### src/inc/acc_regs.svh
// Purpose: register offsets, gain limit, record level mask and reset values
// Assumes: 7-bit register addresses on the control port
// Notes:   definitions only
`ifndef ACC_REGS_SVH
`define ACC_REGS_SVH
`define ACC_OFS_PB_CTRL    7'h64
`define ACC_OFS_PB_CLK     7'h65
`define ACC_OFS_PB_ZCFG    7'h66
`define ACC_OFS_PB_PIN     7'h67
`define ACC_OFS_PB_LVOL    7'h68
`define ACC_OFS_PB_RVOL    7'h69
`define ACC_OFS_PB_LPEAK   7'h6A
`define ACC_OFS_PB_RPEAK   7'h6B
`define ACC_OFS_REC_LGAIN  7'h6C
`define ACC_OFS_REC_RGAIN  7'h6D
`define ACC_OFS_REC_CTRL   7'h6E
`define ACC_OFS_REC_CLK    7'h6F
`define ACC_OFS_REC_LVOL   7'h70
`define ACC_RST_REG        8'h00
`define ACC_RST_VOL        8'hFF
`define ACC_GAIN_MAX       6'h30
`define ACC_ADC_VOL_MASK   8'h7F
`endif

### src/inc/acc_pkg.sv
// Purpose: shared types for the converter control block
// Assumes: nothing
// Notes:   codes follow the register field encodings
package acc_pkg;
  typedef enum logic [1:0] {ROUTE_NORMAL, ROUTE_RIGHT, ROUTE_LEFT,
                            ROUTE_SWAP} acc_route_t;
  typedef enum logic [1:0] {PIN_RZERO, PIN_LZERO, PIN_EITHER,
                            PIN_BOTH} acc_pinsel_t;
endpackage : acc_pkg

### src/hw/acc_control_regs.sv
// Purpose: playback and record converter control and status registers
// Assumes: byte-wide register port from the serial control decoder
// Notes:   analog effects appear as control outputs
// Operation
// - digital reset holds playback logic, keeps registers
// - hard reset powers down, outputs to ground
// - routing field selects left/right source per channel
// - polarity field inverts left and/or right
// - independent left and right playback mute
// - de-emphasis none, 44.1, 32, 48 kHz
// - silence zero flag unless disabled
// - zero-data zero flag unless disabled
// - polarity bit sets zero flag active level
// - shared pin: left zero or interrupt
// - right pin: right, left, either, both zero while shared pin carries interrupt, else right zero
// - playback volume 0.375 dB steps, all-ones 0 dB
// - peak level six bits, 1 dB steps
// - input gain 0.5 dB steps, clamp at +24
// - modulator clock master by 2 or 4
// - high-pass filter inserted when enabled
// - five independent power-down controls
// - independent left and right record mute
// - record master divider 1, 2, 3, 1
// - linear record gain, all-ones unity
`include "acc_regs.svh"
`timescale 1ns/10ps
module acc_control_regs
(
  // clock and reset
  input  wire logic        clk_sys,
  input  wire logic        nrst,
  // register port
  input  wire logic        regWrite,
  input  wire logic [6:0]  regAddr,
  input  wire logic [7:0]  regWrData,
  output logic      [7:0]  regRdData,
  // playback status from datapath, same clock
  input  wire logic        leftDataZero,
  input  wire logic        rightDataZero,
  input  wire logic [5:0]  playback_left_peak_level,
  input  wire logic [5:0]  playback_right_peak_level,
  input  wire logic        irqRequest,
  // playback controls
  output logic             playbackDigitalReset,
  output logic             playbackPowerDown,
  output logic             leftFromRight,
  output logic             rightFromLeft,
  output logic             leftInvert,
  output logic             rightInvert,
  output logic             playbackLeftMute,
  output logic             playbackRightMute,
  output logic      [1:0]  deemphasis_select,
  output logic      [1:0]  playback_clock_divider,
  output logic      [1:0]  interpolation_ratio,
  output logic      [7:0]  playback_left_level,
  output logic      [7:0]  playback_right_level,
  // pins
  output logic             left_zero_or_irq_pin,
  output logic             right_zero_pin,
  // record controls
  output logic      [5:0]  left_input_gain,
  output logic      [5:0]  right_input_gain,
  output logic             modulator_clock_select,
  output logic             highpass_enable,
  output logic             record_converter_off,
  output logic             record_analog_off,
  output logic             recordRightMute,
  output logic             recordLeftMute,
  output logic             left_amp_off,
  output logic             right_amp_off,
  output logic             reference_buffer_off,
  output logic      [1:0]  record_clock_divider,
  output logic      [7:0]  record_left_level
);

  logic [7:0] pbCtrl;
  logic [7:0] pbClk;
  logic [7:0] pbZcfg;
  logic [7:0] pbPin;
  logic [7:0] pbLvol;
  logic [7:0] pbRvol;
  logic [7:0] recLgain;
  logic [7:0] recRgain;
  logic [7:0] recCtrl;
  logic [7:0] recClk;
  logic [7:0] recLvol;

  // address decode
  wire wrPbCtrl  = regWrite && regAddr == `ACC_OFS_PB_CTRL;
  wire wrPbClk   = regWrite && regAddr == `ACC_OFS_PB_CLK;
  wire wrPbZcfg  = regWrite && regAddr == `ACC_OFS_PB_ZCFG;
  wire wrPbPin   = regWrite && regAddr == `ACC_OFS_PB_PIN;
  wire wrPbLvol  = regWrite && regAddr == `ACC_OFS_PB_LVOL;
  wire wrPbRvol  = regWrite && regAddr == `ACC_OFS_PB_RVOL;
  wire wrRecLg   = regWrite && regAddr == `ACC_OFS_REC_LGAIN;
  wire wrRecRg   = regWrite && regAddr == `ACC_OFS_REC_RGAIN;
  wire wrRecCtrl = regWrite && regAddr == `ACC_OFS_REC_CTRL;
  wire wrRecClk  = regWrite && regAddr == `ACC_OFS_REC_CLK;
  wire wrRecLvol = regWrite && regAddr == `ACC_OFS_REC_LVOL;

  // reserved bits masked
  // stored bits beyond defined fields are dropped so they read as zero, except record level bit 7, which is stored and read back
  always_ff @(posedge clk_sys or negedge nrst)
  begin
    if (!nrst)
    begin
      pbCtrl   <= `ACC_RST_REG;
      pbClk    <= `ACC_RST_REG;
      pbZcfg   <= `ACC_RST_REG;
      pbPin    <= `ACC_RST_REG;
      pbLvol   <= `ACC_RST_VOL;
      pbRvol   <= `ACC_RST_VOL;
      recLgain <= `ACC_RST_REG;
      recRgain <= `ACC_RST_REG;
      recCtrl  <= `ACC_RST_REG;
      recClk   <= `ACC_RST_REG;
      recLvol  <= `ACC_RST_VOL;
    end
    else
    begin
      if (wrPbCtrl)  pbCtrl   <= regWrData;
      if (wrPbClk)   pbClk    <= regWrData & 8'h3F;
      if (wrPbZcfg)  pbZcfg   <= regWrData & 8'h07;
      if (wrPbPin)   pbPin    <= regWrData & 8'h70;
      if (wrPbLvol)  pbLvol   <= regWrData;
      if (wrPbRvol)  pbRvol   <= regWrData;
      if (wrRecLg)   recLgain <= regWrData & 8'h3F;
      if (wrRecRg)   recRgain <= regWrData & 8'h3F;
      if (wrRecCtrl) recCtrl  <= regWrData;
      if (wrRecClk)  recClk   <= regWrData & 8'h13;
      if (wrRecLvol) recLvol  <= regWrData;
    end
  end

  // field decode
  wire hardReset   = pbCtrl[7];
  wire digReset    = pbCtrl[6];
  acc_pkg::acc_route_t route;
  assign route = acc_pkg::acc_route_t'(pbCtrl[5:4]);
  wire silenceOff  = pbZcfg[2];
  wire dataZeroOff = pbZcfg[1];
  wire flagLow     = pbZcfg[0];
  wire pinIrq      = pbPin[6];
  acc_pkg::acc_pinsel_t pinSel;
  assign pinSel = acc_pkg::acc_pinsel_t'(pbPin[5:4]);

  wire next_leftFromRight = route == acc_pkg::ROUTE_RIGHT ||
                            route == acc_pkg::ROUTE_SWAP;
  wire next_rightFromLeft = route == acc_pkg::ROUTE_LEFT ||
                            route == acc_pkg::ROUTE_SWAP;

  // silence flag source
  // mute or zero volume counts as silence for each channel
  wire leftSilent  = !silenceOff && (pbCtrl[0] || pbLvol == 8'h00);
  wire rightSilent = !silenceOff && (pbCtrl[1] || pbRvol == 8'h00);
  wire leftZero  = leftSilent  || (!dataZeroOff && leftDataZero);
  wire rightZero = rightSilent || (!dataZeroOff && rightDataZero);

  // right pin function
  // selector only applies while the shared pin carries the interrupt
  wire rightPinZero =
    !pinIrq                      ? rightZero :
    pinSel == acc_pkg::PIN_RZERO ? rightZero :
    pinSel == acc_pkg::PIN_LZERO ? leftZero  :
    pinSel == acc_pkg::PIN_EITHER ? (leftZero || rightZero) :
                                   (leftZero && rightZero);
  wire leftPinAsserted = pinIrq ? irqRequest : leftZero;
  // flag polarity
  // interrupt is a flag too, so it follows the same polarity
  wire next_leftPin  = leftPinAsserted ^ flagLow;
  wire next_rightPin = rightPinZero ^ flagLow;

  wire [5:0] lGainClamped = recLgain[5:0] >= `ACC_GAIN_MAX ?
                            `ACC_GAIN_MAX : recLgain[5:0];
  wire [5:0] rGainClamped = recRgain[5:0] >= `ACC_GAIN_MAX ?
                            `ACC_GAIN_MAX : recRgain[5:0];

  // read mux
  wire [7:0] next_regRdData =
    regAddr == `ACC_OFS_PB_CTRL   ? pbCtrl :
    regAddr == `ACC_OFS_PB_CLK    ? pbClk :
    regAddr == `ACC_OFS_PB_ZCFG   ? pbZcfg :
    regAddr == `ACC_OFS_PB_PIN    ? pbPin :
    regAddr == `ACC_OFS_PB_LVOL   ? pbLvol :
    regAddr == `ACC_OFS_PB_RVOL   ? pbRvol :
    regAddr == `ACC_OFS_PB_LPEAK  ? {2'h0, playback_left_peak_level} :
    regAddr == `ACC_OFS_PB_RPEAK  ? {2'h0, playback_right_peak_level} :
    regAddr == `ACC_OFS_REC_LGAIN ? recLgain :
    regAddr == `ACC_OFS_REC_RGAIN ? recRgain :
    regAddr == `ACC_OFS_REC_CTRL  ? recCtrl :
    regAddr == `ACC_OFS_REC_CLK   ? recClk :
    regAddr == `ACC_OFS_REC_LVOL  ? recLvol : 8'h00;

  // registered outputs
  always_ff @(posedge clk_sys or negedge nrst)
  begin
    if (!nrst)
    begin
      regRdData            <= 8'h00;
      playbackDigitalReset <= 1'b0;
      playbackPowerDown    <= 1'b0;
      leftFromRight        <= 1'b0;
      rightFromLeft        <= 1'b0;
      leftInvert           <= 1'b0;
      rightInvert          <= 1'b0;
      playbackLeftMute     <= 1'b0;
      playbackRightMute    <= 1'b0;
      deemphasis_select    <= 2'h0;
      playback_clock_divider <= 2'h0;
      interpolation_ratio  <= 2'h0;
      playback_left_level  <= `ACC_RST_VOL;
      playback_right_level <= `ACC_RST_VOL;
      left_zero_or_irq_pin <= 1'b0;
      right_zero_pin       <= 1'b0;
    end
    else
    begin
      regRdData            <= next_regRdData;
      playbackDigitalReset <= digReset;
      playbackPowerDown    <= hardReset;
      leftFromRight        <= next_leftFromRight;
      rightFromLeft        <= next_rightFromLeft;
      leftInvert           <= pbCtrl[2];
      rightInvert          <= pbCtrl[3];
      playbackLeftMute     <= pbCtrl[0];
      playbackRightMute    <= pbCtrl[1];
      deemphasis_select    <= pbClk[1:0];
      playback_clock_divider <= pbClk[5:4];
      interpolation_ratio  <= pbClk[3:2];
      playback_left_level  <= pbLvol;
      playback_right_level <= pbRvol;
      left_zero_or_irq_pin <= next_leftPin;
      right_zero_pin       <= next_rightPin;
    end
  end

  always_ff @(posedge clk_sys or negedge nrst)
  begin
    if (!nrst)
    begin
      left_input_gain        <= 6'h00;
      right_input_gain       <= 6'h00;
      modulator_clock_select <= 1'b0;
      highpass_enable        <= 1'b0;
      record_converter_off   <= 1'b0;
      record_analog_off      <= 1'b0;
      recordRightMute        <= 1'b0;
      recordLeftMute         <= 1'b0;
      left_amp_off           <= 1'b0;
      right_amp_off          <= 1'b0;
      reference_buffer_off   <= 1'b0;
      record_clock_divider   <= 2'h0;
      record_left_level      <= `ACC_RST_VOL & `ACC_ADC_VOL_MASK;
    end
    else
    begin
      left_input_gain        <= lGainClamped;
      right_input_gain       <= rGainClamped;
      modulator_clock_select <= recCtrl[7];
      highpass_enable        <= recCtrl[6];
      record_converter_off   <= recCtrl[5];
      record_analog_off      <= recCtrl[4];
      left_amp_off           <= recCtrl[1];
      right_amp_off          <= recCtrl[0];
      reference_buffer_off   <= recClk[4];
      recordRightMute        <= recCtrl[3];
      recordLeftMute         <= recCtrl[2];
      // divider, code 3 acts as 1
      record_clock_divider   <= recClk[1:0] == 2'h3 ? 2'h0 : recClk[1:0];
      record_left_level      <= recLvol & `ACC_ADC_VOL_MASK;
    end
  end

endmodule : acc_control_regs

### config.mk
export PLATFORM = sky130hd
export DESIGN_NAME = acc_control_regs
export DESIGN_NICKNAME = d
export VERILOG_FILES = /design/src/inc/acc_pkg.sv /design/src/hw/acc_control_regs.sv
export VERILOG_INCLUDE_DIRS = /design/src /design/src/inc
export SDC_FILE = /design/constraint.sdc
export NUM_CORES = 1
export LEC_CHECK = 0
export ABC_AREA = 0
export BUFFER_PORTS_ARGS = -buffer_cell sky130_fd_sc_hd__buf_2
export CORE_MARGIN = 2
export CORE_UTILIZATION = 50
export DETAILED_ROUTE_END_ITERATION = 8
export GPL_TIMING_DRIVEN = 0
export PLACE_DENSITY = 0.73
export REMOVE_ABC_BUFFERS = 1
export SYNTH_ARGS = -nofsm -noshare
export SYNTH_HDL_FRONTEND = slang
export SYNTH_SLANG_ARGS = --single-unit
### constraint.sdc
create_clock -name clk_sys -period 1.55 [get_ports clk_sys]
set_input_delay 0.31 -clock clk_sys [delete_from_list [all_inputs] [get_ports clk_sys]]
set_output_delay 0.31 -clock clk_sys [all_outputs]
set_load 0.02 [all_outputs]
==> results.ini <==
[grt]
grt_remaining_overflow=0
grt_pass1_wl_um=22700
grt_max_degree=71
grt_antenna_before_repair=0
grt_pass1_vias=4062
grtUsageTotal=0.243

[timing]
rsz0062_at_grt=yes
setup_viol_count_final=3
relSlewSlack=0.591
hold_viol=0
clock_skew_ns=0.00736
post-route-period-util=1.11
tightest_slew_ns=0.614
period_minus_slack_ns=1.73
slew_viol_final=0
fmax_ghz=0.580
worst_slack_ns=-0.175
tns_ns=-0.219

[critical_path]
critical_path_class=reg2reg
r2r_slack_ns=-0.18
path_max_fanout=2
critPathLaunch=pbRvol[2]$_DFFE_PN1P_
critPathCapture=right_zero_pin$_DFF_PN0_
endpoint_kind=register
r2r-start=pbRvol[2]$_DFFE_PN1P_
start_kind=register
cp.arrival_ns=2.00
reg2reg_depth=5
worstPathRequired_ns=1.83
rr_endpoint=right_zero_pin$_DFF_PN0_

[synthesis]
yosysUniqueCellTypes=66
avgSynthCellArea_um2=13.2
ys.flop_type=dfrtp_1
yosys_warnings=0
synth_edf_count=0
synthCells=440
netlist_top_cells_area=dfrtp_1, dfstp_2, mux2_2, a21oi_1, mux2i_1
async_flop_share=1.00
yosys_register_bits=137
synth.largest_area_cell=dfrtp_1
synth_top_area_frac=0.387
yosysSeqAreaShare=0.600
synth.cell_area_um2=5810

[clock_tree]
clk_pin_slew_ns=0.06
clk_latency_ns=0.42
clock_sinks=137
numCtsBuffers=17
cts_tree=yes
root_buffer=clkbuf_16
clockBufferDepth=2
htree_levels=4

[die]
num_rows=39
die-height_um=112
core_um2=11400
die_x_um=112
start_util=0.511
die_area_um2=12500
ios=104

[finish]
final_cell_mix=buf_2, dfrtp_1, mux2_2
layout_commonest_cell=buf_2
antenna_cells=0
fin_nets=585
drive_gt1_frac=0.535
area_growth_pct=23.9

[min_path]
min_path_type=in2reg

[routing]
wirelength_um=15200
vias_per_cell=5.88
drtIter0Drc=352
drtPass1Iterations=5
ant_nets=0
drc=0
num_vias=4161
wire_per_inst_um=21.4

[placement]
dp_slack_ns=-1.17
gp_congestion=0.932
io_buffers=102
dp_hpwl_um=9770

[power_and_ir_drop]
peakVddDrop_mv=0.659
leakage_uw=0.00345
power.density_nw_per_um2=1300

[status]
failed_checks=setup timing
outcome=complete, but fails checks

[run]
drv_cap=0

[worst min-delay path by stage]
stage | slack, ns | cells after the start | from | end
2_1_floorplan | 0.01 | 0 | nrst | deemphasis_select[0]$_DFF_PN0_
3_3_place_gp | 0.37 | 0 | recLvol[6]$_DFFE_PN1P_ | record_left_level[6]$_DFF_PN1_
3_5_place_dp | 0.33 | 1 | nrst | record_analog_off$_DFF_PN0_
4_1_cts | 0.20 | 2 | regWrData[7] | pbLvol[7]$_DFFE_PN1P_
5_1_grt | 0.20 | 2 | regWrData[7] | pbCtrl[7]$_DFFE_PN0P_
6_report | 0.20 | 2 | regWrData[7] | pbLvol[7]$_DFFE_PN1P_
[synthesized netlist by cell type, types with 4 or more instances]
cell type,n
a21o_1,4
a21oi_1,23
a31oi_1,5
and2_1,6
buf_2,9
buf_6,5
clkbuf_1,6
clkbuf_8,4
dfrtp_1,90
dfstp_2,47
inv_1,10
mux2_2,67
mux2i_1,10
nand2_1,19
nand2b_1,8
nand3_1,9
nor2_1,9
nor2_4,4
nor2b_1,7
nor3_1,5
nor4_1,6
o211ai_1,5
o21ai_0,15
[flip-flops by register name, indices dropped and copies added, names as in the netlist, 7 cells and up]
name	flops
playback_left_level	8
pbLvol	8
record_left_level	7
pbCtrl	8
recCtrl	8
playback_right_level	8
regRdData	8
pbRvol	8
recLvol	8
[stage by stage]
stage	hold WS [ns]	total power [uW]	cells	area [um^2]	util
final	0.202	9370	708	7200	0.633
after global routing	0.197	9710	708	7200	0.633
after CTS	0.196	9350	693	7030	0.618
after detailed placement	0.333	5190	656	6320	0.556
after global placement	0.366	5150	655	6290	0.553
after floorplan	0.0144	4700	410	5600	-
[where the power goes]
group          switching, uW  leakage (uW)  internal (uW)
Clock                   1550      0.000298           2550
Sequential               192       0.00170           3950
Combinational            680       0.00146            449
[worst max-delay path, cell delays in order, from the launching register on]
cell,delay [ns]
dfstp_2,0.37
or4_4,0.54
nor4_4,0.23
nor3b_2,0.10
o211ai_1,0.20
o211ai_1,0.14
[kinds of logic (layout without fill, tap and decap cells)]
| group | Yosys count | in the layout | share of synthesized area |
|---|---|---|---|
| flip-flops | 137 | 137 | 0.600 |
| buffers and inverters | 40 | 164 | 0.0430 |
| AND/OR/NAND/NOR | 96 | 97 | 0.102 |
| multiplexers | 78 | 78 | 0.151 |
| other | 1 | 1 | 0.000645 |
| AO/OA/AOI/OAI | 87 | 87 | 0.102 |
| XOR/XNOR | 1 | 1 | 0.00151 |
[layout make-up]
| cell class | count | area, um^2 |
|---|---|---|
| well taps | 143 | 179 |
| fillers | 846 | 4170 |
| repair buffers | 122 | 704 |
| multi-input cells | 264 | 2170 |
| flip-flops and latches | 137 | 3490 |
| clock buffers | 24 | 558 |
| clock inverters | 8 | 66.3 |
| inverters | 10 | 41.3 |
[layer usage]
layer / routed length [um] / share of wire / GRT usage
met5: 0 / 0 / 0
met4: 450 / 0.030 / 0.103
met3: 990 / 0.065 / 0.0631
met2: 7230 / 0.48 / 0.367
met1: 6490 / 0.43 / 0.337
[what timing repair did]
action | 4_1_cts | 5_1_grt
pin swaps | 5 | 5
gates cloned | 0 | 1
buffers inserted | 4 | 14
hold buffers | 1 | 0
resized for setup | 12 | 16
hold endpoints to repair | 56 | 0
setup endpoints to repair | 70 | 54
Power figures use the tool's default switching activity.
